## src/design/iex_pkg.sv

```systemverilog
// shared constants and types of the i2c port expander control block
package iex_pkg;

    // fixed upper five bits of the seven-bit target address
    localparam logic [4:0] ADDR_FIXED   = 5'h1D;

    // command codes, three low bits of the command byte
    localparam logic [2:0] CMD_IN0      = 3'h0;
    localparam logic [2:0] CMD_IN1      = 3'h1;
    localparam logic [2:0] CMD_OUT0     = 3'h2;
    localparam logic [2:0] CMD_OUT1     = 3'h3;
    localparam logic [2:0] CMD_POL0     = 3'h4;
    localparam logic [2:0] CMD_POL1     = 3'h5;
    localparam logic [2:0] CMD_CFG0     = 3'h6;
    localparam logic [2:0] CMD_CFG1     = 3'h7;
    localparam logic [2:0] CMD_RST      = 3'h0;

    // register reset values, both ports together
    localparam logic [15:0] OUT_RST     = 16'hFFFF;
    localparam logic [15:0] POL_RST     = 16'h0000;
    localparam logic [15:0] CFG_RST     = 16'hFFFF;

    // bit count of one byte on the bus
    localparam logic [3:0] BYTE_BITS    = 4'h8;
    localparam int         PORT_W       = 8;

    // timing, figures in their own unit and derived cycle counts
    localparam int CLK_HZ               = 40_000_000;
    localparam int SPIKE_NS             = 50;
    localparam int SPIKE_CYC            = (SPIKE_NS * (CLK_HZ / 1_000_000) + 999) / 1000;
    localparam int IRQ_VALID_NS         = 4000;
    localparam int IRQ_VALID_CYC        = IRQ_VALID_NS * (CLK_HZ / 1_000_000) / 1000;
    localparam int RESET_MIN_PULSE_NS   = 6;

    // bus target states
    typedef enum logic [2:0]
    {
        IEX_IDLE     = 3'b000,
        IEX_ADDR     = 3'b001,
        IEX_ACK_ADDR = 3'b010,
        IEX_WR_BYTE  = 3'b011,
        IEX_ACK_WR   = 3'b100,
        IEX_RD_BYTE  = 3'b101,
        IEX_ACK_RD   = 3'b110
    } iex_state_e;

endpackage

```

## src/design/iex_port_irq.sv

```systemverilog
// change detector and pending flag of one eight-pin port
`timescale 1ns/1ps
module iex_port_irq
    import iex_pkg::*;
(
    input  wire logic              clk,
    input  wire logic              rst_n,
    input  wire logic              srst,
    input  wire logic [PORT_W-1:0] pin,
    input  wire logic [PORT_W-1:0] dir_in,
    input  wire logic              rd_clr,
    output logic                   pend
);

    logic [PORT_W-1:0] orig;
    logic              armed;

    // reference levels, taken again at each read of this port
    always_ff @(posedge clk or negedge rst_n)
    begin
        if (!rst_n)
        begin
            orig  <= '0;
            armed <= 1'b0;
        end
        else if (srst || !armed)
        begin
            orig  <= pin;
            armed <= !srst;
        end
        else if (rd_clr)
        begin
            orig <= pin;            // see RL8
        end
    end

    // pending while any input pin differs from its reference
    always_ff @(posedge clk or negedge rst_n)
    begin
        if (!rst_n)
            pend <= 1'b0;
        else if (srst || !armed)
            pend <= 1'b0;
        else
            pend <= |((pin ^ orig) & dir_in);   // see RL6, see RL7, see RL10, see RL11
    end

endmodule

```

## src/design/iex_sync.sv

```systemverilog
// two flip-flop synchroniser with an optional per-bit glitch filter
`timescale 1ns/1ps
module iex_sync
    import iex_pkg::*;
#(
    parameter int         W      = 1,
    parameter int         FILT   = 0,
    parameter logic [W-1:0] INIT = '0
)
(
    input  wire logic         clk,
    input  wire logic         rst_n,
    input  wire logic [W-1:0] d,
    output logic      [W-1:0] q
);

    logic [W-1:0] s1;
    logic [W-1:0] s2;

    // two-stage synchroniser, first stage read only by the second
    always_ff @(posedge clk or negedge rst_n)
    begin
        if (!rst_n)
        begin
            s1 <= INIT;
            s2 <= INIT;
        end
        else
        begin
            s1 <= d;
            s2 <= s1;
        end
    end

    genvar i;
    generate
        for (i = 0; i < W; i++)
        begin : g_bit
            logic [2:0] cnt;
            // accept a new level only once it has held for FILT cycles
            always_ff @(posedge clk or negedge rst_n)
            begin
                if (!rst_n)
                begin
                    q[i] <= INIT[i];
                    cnt  <= 3'h0;
                end
                else if (FILT == 0 || s2[i] == q[i])
                begin
                    q[i] <= s2[i];
                    cnt  <= 3'h0;
                end
                else if (cnt == 3'(FILT - 1))
                begin
                    q[i] <= s2[i];
                    cnt  <= 3'h0;
                end
                else
                begin
                    cnt <= cnt + 3'h1;
                end
            end
        end
    endgenerate

endmodule

```

## src/design/iex_top.sv

```systemverilog
// i2c target, registers, pin drivers and interrupt of the port expander
//
// How it works
// RL1 - reset pin low holds registers and bus
// RL2 - power-on reset initialises everything to defaults
// RL3 - input pins have both drivers off
// RL4 - output pins drive high or low per value
// RL5 - every reset leaves all pins inputs
// RL6 - input pin edge asserts the interrupt
// RL7 - interrupt clears on level return or read
// RL8 - read clear happens at acknowledge clock rise
// RL9 - changes after a clear signal again
// RL10 - other targets and outputs never interrupt
// RL11 - output to input switch may interrupt falsely
// RL12 - clear tracked separately for each port
// RL13 - interrupt pin only pulls low
// RL14 - controller rewrites command after reading
// RL15 - start is data falling with clock high
// RL16 - address byte msb first, general call ignored
// RL17 - matching address is acknowledged low
// RL18 - address selects stay fixed during transfers
// RL19 - data stable while clock high
// RL20 - stop is data rising with clock high
// RL21 - every received byte is acknowledged
// RL22 - nack ends read, data line released
// RL23 - address is fixed bits plus selects
// RL24 - first written byte is the command
// RL25 - input registers show pin levels, inverted where the polarity bit is set
// RL26 - direction one is input, zero output
// RL27 - bus and pins synchronised, bus filtered
// RL28 - interrupt is or of port flags
`timescale 1ns/1ps
module iex_top
    import iex_pkg::*;
(
    input  wire logic        core_clk,
    input  wire logic        rst_n,
    input  wire logic        reset_pin_n,
    input  wire logic        scl_i,
    input  wire logic        sda_i,
    output logic             sda_o,
    output logic             sda_oe,
    input  wire logic        addr_sel_lo,
    input  wire logic        addr_sel_hi,
    input  wire logic [15:0] pin_i,
    output logic      [15:0] high_side_driver,
    output logic      [15:0] low_side_driver,
    output logic             int_o,
    output logic             int_oe
);

    ////////////////////////////////////////////////////////////////////////////
    // input synchronisers

    logic [1:0]  bus_s;
    logic [2:0]  misc_s;
    logic [15:0] pin_s;
    logic        scl_f;
    logic        sda_f;
    logic        bus_rst;

    // bus lines pass a spike filter after the synchroniser
    iex_sync #(.W(2), .FILT(SPIKE_CYC), .INIT(2'h3)) u_bus_sync   // see RL27
    (
        .clk   (core_clk),
        .rst_n (rst_n),
        .d     ({scl_i, sda_i}),
        .q     (bus_s)
    );

    // reset pin and address selects
    iex_sync #(.W(3), .FILT(0), .INIT(3'h0)) u_misc_sync
    (
        .clk   (core_clk),
        .rst_n (rst_n),
        .d     ({reset_pin_n, addr_sel_hi, addr_sel_lo}),
        .q     (misc_s)
    );

    // port pins
    iex_sync #(.W(16), .FILT(0), .INIT(16'h0000)) u_pin_sync      // see RL27
    (
        .clk   (core_clk),
        .rst_n (rst_n),
        .d     (pin_i),
        .q     (pin_s)
    );

    assign scl_f   = bus_s[1];
    assign sda_f   = bus_s[0];
    assign bus_rst = !misc_s[2];    // see RL1

    ////////////////////////////////////////////////////////////////////////////
    // bus condition detection

    logic scl_d;
    logic sda_d;
    logic scl_rise;
    logic scl_fall;
    logic start_cond;
    logic stop_cond;

    // previous filtered levels
    always_ff @(posedge core_clk or negedge rst_n)
    begin
        if (!rst_n)
        begin
            scl_d <= 1'b1;
            sda_d <= 1'b1;
        end
        else
        begin
            scl_d <= scl_f;
            sda_d <= sda_f;
        end
    end

    assign scl_rise   = scl_f && !scl_d;
    assign scl_fall   = !scl_f && scl_d;
    assign start_cond = scl_f && scl_d && sda_d && !sda_f;  // see RL15, see RL19
    assign stop_cond  = scl_f && scl_d && !sda_d && sda_f;  // see RL20, see RL19

    ////////////////////////////////////////////////////////////////////////////
    // registers and read data

    logic [15:0] out_q;
    logic [15:0] pol_q;
    logic [15:0] cfg_q;
    logic [2:0]  cmd;
    logic        wr_stb;
    logic [2:0]  wr_sel;
    logic [7:0]  wr_data;
    logic [7:0]  rd_val;

    // value returned for the current command
    always_comb
    begin
        case (cmd)
            CMD_IN0:  rd_val = pin_s[7:0] ^ pol_q[7:0];      // see RL25
            CMD_IN1:  rd_val = pin_s[15:8] ^ pol_q[15:8];    // see RL25
            CMD_OUT0: rd_val = out_q[7:0];
            CMD_OUT1: rd_val = out_q[15:8];
            CMD_POL0: rd_val = pol_q[7:0];
            CMD_POL1: rd_val = pol_q[15:8];
            CMD_CFG0: rd_val = cfg_q[7:0];
            default:  rd_val = cfg_q[15:8];
        endcase
    end

    // register writes, input registers ignore writes
    always_ff @(posedge core_clk or negedge rst_n)
    begin
        if (!rst_n)
        begin
            out_q <= OUT_RST;                   // see RL2
            pol_q <= POL_RST;
            cfg_q <= CFG_RST;                   // see RL5
        end
        else if (bus_rst)
        begin
            out_q <= OUT_RST;                   // see RL1
            pol_q <= POL_RST;
            cfg_q <= CFG_RST;                   // see RL5
        end
        else if (wr_stb)
        begin
            case (wr_sel)
                CMD_OUT0: out_q[7:0]  <= wr_data;
                CMD_OUT1: out_q[15:8] <= wr_data;
                CMD_POL0: pol_q[7:0]  <= wr_data;
                CMD_POL1: pol_q[15:8] <= wr_data;
                CMD_CFG0: cfg_q[7:0]  <= wr_data;
                CMD_CFG1: cfg_q[15:8] <= wr_data;
                default:  ;
            endcase
        end
    end

    ////////////////////////////////////////////////////////////////////////////
    // bus target state machine

    iex_state_e  state;
    logic [3:0]  bit_cnt;
    logic [7:0]  shreg;
    logic [7:0]  tx;
    logic [2:0]  tx_cmd;
    logic        rw;
    logic        first;
    logic        nack;
    logic [1:0]  rd_clr;

    // serial framing, command capture and read clear pulses
    always_ff @(posedge core_clk or negedge rst_n)
    begin
        if (!rst_n)
        begin
            state   <= IEX_IDLE;            // see RL2
            bit_cnt <= 4'h0;
            shreg   <= 8'h00;
            tx      <= 8'h00;
            tx_cmd  <= CMD_RST;
            rw      <= 1'b0;
            first   <= 1'b0;
            nack    <= 1'b0;
            cmd     <= CMD_RST;
            sda_oe  <= 1'b0;
            wr_stb  <= 1'b0;
            wr_sel  <= CMD_RST;
            wr_data <= 8'h00;
            rd_clr  <= 2'h0;
        end
        else
        begin
            wr_stb <= 1'b0;
            rd_clr <= 2'h0;
            if (bus_rst)
            begin
                state  <= IEX_IDLE;         // see RL1
                cmd    <= CMD_RST;
                sda_oe <= 1'b0;
            end
            else if (start_cond)
            begin
                state   <= IEX_ADDR;        // see RL15
                bit_cnt <= 4'h0;
                sda_oe  <= 1'b0;
            end
            else if (stop_cond)
            begin
                state  <= IEX_IDLE;         // see RL20
                sda_oe <= 1'b0;
            end
            else if (scl_rise)
            begin
                case (state)
                    IEX_ADDR, IEX_WR_BYTE:
                    begin
                        shreg   <= {shreg[6:0], sda_f};     // see RL16
                        bit_cnt <= bit_cnt + 4'h1;
                    end
                    IEX_ACK_RD:
                    begin
                        nack <= sda_f;
                        if (tx_cmd == CMD_IN0)
                            rd_clr <= 2'h1;                 // see RL8, see RL12
                        else if (tx_cmd == CMD_IN1)
                            rd_clr <= 2'h2;                 // see RL8, see RL12
                    end
                    default: ;
                endcase
            end
            else if (scl_fall)
            begin
                case (state)
                    IEX_ADDR:
                    begin
                        if (bit_cnt == BYTE_BITS)
                        begin
                            // only this target's address, general call never matches
                            if (shreg[7:1] == {ADDR_FIXED, misc_s[1], misc_s[0]})   // see RL23
                            begin
                                state  <= IEX_ACK_ADDR;
                                sda_oe <= 1'b1;             // see RL17
                                rw     <= shreg[0];
                            end
                            else
                            begin
                                state <= IEX_IDLE;          // see RL10, see RL16
                            end
                        end
                    end
                    IEX_ACK_ADDR:
                    begin
                        if (rw)
                        begin
                            state   <= IEX_RD_BYTE;
                            tx      <= rd_val;
                            tx_cmd  <= cmd;
                            cmd     <= {cmd[2:1], !cmd[0]};
                            sda_oe  <= !rd_val[7];
                            bit_cnt <= 4'h1;
                        end
                        else
                        begin
                            state   <= IEX_WR_BYTE;
                            sda_oe  <= 1'b0;
                            bit_cnt <= 4'h0;
                            first   <= 1'b1;
                        end
                    end
                    IEX_WR_BYTE:
                    begin
                        if (bit_cnt == BYTE_BITS)
                        begin
                            state  <= IEX_ACK_WR;
                            sda_oe <= 1'b1;                 // see RL21
                            first  <= 1'b0;
                            if (first)
                            begin
                                cmd <= shreg[2:0];          // see RL24
                            end
                            else
                            begin
                                wr_stb  <= 1'b1;
                                wr_sel  <= cmd;
                                wr_data <= shreg;
                                cmd     <= {cmd[2:1], !cmd[0]};
                            end
                        end
                    end
                    IEX_ACK_WR:
                    begin
                        state   <= IEX_WR_BYTE;
                        sda_oe  <= 1'b0;
                        bit_cnt <= 4'h0;
                    end
                    IEX_RD_BYTE:
                    begin
                        if (bit_cnt == BYTE_BITS)
                        begin
                            state  <= IEX_ACK_RD;
                            sda_oe <= 1'b0;                 // see RL22
                        end
                        else
                        begin
                            tx      <= {tx[6:0], 1'b0};
                            sda_oe  <= !tx[6];
                            bit_cnt <= bit_cnt + 4'h1;
                        end
                    end
                    IEX_ACK_RD:
                    begin
                        if (nack)
                        begin
                            state  <= IEX_IDLE;             // see RL22
                            sda_oe <= 1'b0;
                        end
                        else
                        begin
                            state   <= IEX_RD_BYTE;         // see RL21
                            tx      <= rd_val;
                            tx_cmd  <= cmd;
                            cmd     <= {cmd[2:1], !cmd[0]};
                            sda_oe  <= !rd_val[7];
                            bit_cnt <= 4'h1;
                        end
                    end
                    default: ;
                endcase
            end
        end
    end

    ////////////////////////////////////////////////////////////////////////////
    // interrupt

    logic [1:0] pend;

    genvar p;
    generate
        for (p = 0; p < 2; p++)
        begin : g_port
            iex_port_irq u_irq
            (
                .clk    (core_clk),
                .rst_n  (rst_n),
                .srst   (bus_rst),
                .pin    (pin_s[p*PORT_W +: PORT_W]),
                .dir_in (cfg_q[p*PORT_W +: PORT_W]),
                .rd_clr (rd_clr[p]),                        // see RL12
                .pend   (pend[p])
            );
        end
    endgenerate

    // open-drain interrupt, only ever pulls low
    always_ff @(posedge core_clk or negedge rst_n)
    begin
        if (!rst_n)
        begin
            int_oe <= 1'b0;
            int_o  <= 1'b0;
        end
        else
        begin
            int_oe <= |pend;        // see RL28, see RL9
            int_o  <= 1'b0;         // see RL13
        end
    end

    ////////////////////////////////////////////////////////////////////////////
    // pin drivers

    // direction one turns both drivers off, zero drives the output value
    always_ff @(posedge core_clk or negedge rst_n)
    begin
        if (!rst_n)
        begin
            high_side_driver <= 16'h0000;       // see RL5
            low_side_driver  <= 16'h0000;
            sda_o            <= 1'b0;
        end
        else
        begin
            high_side_driver <= ~cfg_q & out_q;     // see RL3, see RL4, see RL26
            low_side_driver  <= ~cfg_q & ~out_q;    // see RL3, see RL4, see RL26
            sda_o            <= 1'b0;
        end
    end

endmodule

```

## config.mk

```make
export PLATFORM = sky130hd
export DESIGN_NAME = iex_top
export DESIGN_NICKNAME = d
export VERILOG_FILES = /design/src/design/iex_pkg.sv /design/src/design/iex_port_irq.sv /design/src/design/iex_sync.sv /design/src/design/iex_top.sv
export SDC_FILE = /design/constraint.sdc
export NUM_CORES = 1
export LEC_CHECK = 0
export BUFFER_PORTS_ARGS = -buffer_cell sky130_fd_sc_hd__buf_2
export CORE_UTILIZATION = 44
export CTS_BUF_LIST = sky130_fd_sc_hd__clkbuf_16
export CTS_CLUSTER_DIAMETER = 150
export DETAILED_ROUTE_END_ITERATION = 6
export SLEW_MARGIN = 20
export SYNTH_ARGS = -nofsm -noshare
export SYNTH_HDL_FRONTEND = slang
export SYNTH_SLANG_ARGS = --single-unit
```

## constraint.sdc

```tcl
create_clock -name core_clk -period 3.1 [get_ports core_clk]
set_clock_uncertainty 0.1 [all_clocks]
set_input_delay 0.155 -clock core_clk [delete_from_list [all_inputs] [get_ports core_clk]]
set_output_delay 0.155 -clock core_clk [all_outputs]
set_load 0.005 [all_outputs]
```

==> results.md <==
* Power density over the cells at 590 nW/um2
* Via density at between 5 and 6
* Buffers added on ports at 56
* Fmax at around 400 MHz
* Skew-Pair Late Insertion Delay at 0.51 ns
* Number of global-route vias before repair at 6086
* Count leader, synth: dfrtp_1
* Nets at 891
* Chip Height at approximately 140 um
* Final hold vios at 0
* Die area at between 20000 and 25000 um2
* P_leak at slightly below 5 nW
* DRC errors left at 0
* Netlist cell types at 70
* Crit. End Element: flop
* CTS Buf Count at 23
* Status: completed
* Rows at 51
* Post-CTS Setup Bufs at 0
* TNS Setup at 0 ns
* Design Area, Final at roughly 10000 um2
* Top post-synthesis cells by area: dfrtp_1 (50%), dfstp_2 (12%), mux2_2 (5.0%), nand2_1 (4.8%), nand3_1 (2.3%)
* Initial Util at a little under half
* Synth warnings at 0
* Post-synthesis cell count at 786
* Chip width at roughly 140 um
* Placer's final routability congestion estimate at between 0.8 and 0.9
* Synth top area share at 49.7%
* HP Class: input pin to async pin
* RSZ-0062 raised after global routing: no
* Max-cap violations at 0
* Seq cells post-synth at 218
* Drt pass-1 iters at 4
* Fraction of registers with async set or reset after synthesis at between 90% and 100%
* Largest net degree at the start of global routing at 84
* Least-Margin Pin Slew at 0.935 ns
* Minimum clock period at between 2 and 2.5 ns
* Worst Slack Setup Final at approximately 0.65 ns
* Initial antenna violation count at 0
* Ys flop type: dfrtp_1
* Crit-path max FO at 20
* Critical path required time at about 3.4 ns
* VDD IR max at 0.456 mV
* Post-synthesis sequential area ratio at 61.4%
* ANT nets after route at 0
* Worst-path clk slew at about 0.060 ns
* Post-CTS Resized at 0
* Slew HR at 37.7%
* Antenna Cells at 0
* GRT Total Usage at between 20% and 30%
* Placement Cell Area at 9510 um2
* Detailed-route via count at between 6000 and 7000
* Clock sinks at 218
* Cell taking the most area after synthesis: dfrtp_1
* Placement Setup Slack at between 0.6 and 0.7 ns
* Global-route wire length before repair at between 30 and 40 mm
* Worst EP arrival at 2.79 ns
* P&R area growth vs syn at 16.2%
* CTS root buf: clkbuf_16
* Top post-synthesis cells by count: dfrtp_1 (178), nand2_1 (115), nor2_1 (55)
* I/O pins at approximately 60
* Initial DRC count at 354
* Bufs on Longest Clock Path at 3
* Netlist Area Pre-Place at ~9000 um2
* CORE AREA at a little under 20000 um2
* Routed Wire Length at roughly 21 mm
* Layout cells sized above 1 at roughly 22%
* Hold WS at just under 0.09 ns
* Avg Cell Area, Syn at about 11 um2
* Max-slew violations at 0
* Post-synth EDFFs at 0
* Endpoints failing setup at 0
* CTS HTree Levels at 1
* Critical Path Source Type: flop
* Clock tree from TritonCTS: done
* DR WL/cell at approximately 19 um
* CP Class: flop to flop
* Final period utilization at between 70 and 80%
* # hold bufs at CTS at 22
* Post-DP HPWL at 14.9 mm
* Layout Utilization at 52.8%
* Total grt overflow at 0
==> area by class of cell <==
type	count	area, um2
clock inverter	19	113
clock buffer	23	576
multi-input combinational	515	3230
fill	1738	9300
timing repair buffer	91	619
inverter	13	48.8
tap	265	332
sequential	218	5510
==> metal layers <==
metal | track usage, % | part of all wire, % | vias up
li1 | - | - | 2858
met3 | 2.93 | 4.4 | 29
met5 | 0 | 0 | -
met2 | 36.8 | 50 | 163
met1 | 28.7 | 44 | 3070
met4 | 5.71 | 1.7 | 0
==> cells in the final DEF, fill, tap and decap left out, types with 13 or more instances in the layout <==
cell type and count:
nand2_1 115, nor2_1 55, xor2_1 24, nand3_1 42
o21ai_0 34, buf_2 55, dfstp_2 40, clkbuf_16 23
dlygate4sd3_1 22, mux2_2 40, a21oi_1 24, inv_1 20
dfrtp_1 178, a22oi_1 13, nor2b_1 24
==> power breakdown <==
group	internal [W]	switching, W
combinational	0.000232	0.000315
clock	0.00143	0.00107
sequential	0.00299	0.000116
total	0.00465	0.00150
==> state kept, by name (all words and copies together), names as in the netlist, 4 cells and up <==
name and cells:
out_q 16, u_pin_sync.s2 16, g_port.u_irq.orig 16, tx 7, shreg 8, u_bus_sync.g_bit.cnt 6, cfg_q 16, wr_data 8
bit_cnt 4, low_side_driver 16, u_pin_sync.q 16, high_side_driver 16, u_pin_sync.s1 16, pol_q 16
==> worst max-delay path: stages (launching register included) <==
cell,delay [ns]
dfrtp_1,0.76
and3b_1,0.37
a221oi_2,0.32
o221ai_2,0.21
or4_1,0.52
nand3_1,0.10
==> path summary, 6_finish.rpt <==
check                                           start                            to  slack (ns)  cells after the start
max                              state[1]$_DFFE_PN0P_        bit_cnt[3]$_DFFE_PN0P_        0.65                      5
min                                             rst_n  low_side_driver[0]$_DFF_PN0_        0.09                      2
max in group asynchronous                       rst_n   u_bus_sync.q[1]$_DFFE_PN1P_        1.87                      3
min reg2reg                u_pin_sync.s1[7]$_DFF_PN0_    u_pin_sync.s2[7]$_DFF_PN0_        0.24                      0
max reg2reg                      state[1]$_DFFE_PN0P_        bit_cnt[3]$_DFFE_PN0P_        0.65                      5
min in group core_clk                        pin_i[6]    u_pin_sync.s1[6]$_DFF_PN0_        0.19                      2
==> kinds of logic after synthesis <==
family	synth area share [%]
and+or+nand+nor	15.7
xor gates and xnor gates	3.22
buffers and inverters	2.66
other	0.0418
muxes	6.61
DFF	61.4
adders and majority gates	0.837
AOI/OAI and AO/OA	9.54
==> metrics by stage <==
step,cells,total power (W)
finish,1144,0.00615
global route,1144,0.00642
CTS,1144,0.00623
detailed placement,1080,0.00368
global placement,1080,0.00366
floorplan,787,0.00347
Note: power is estimated with default switching activity, not from simulation.
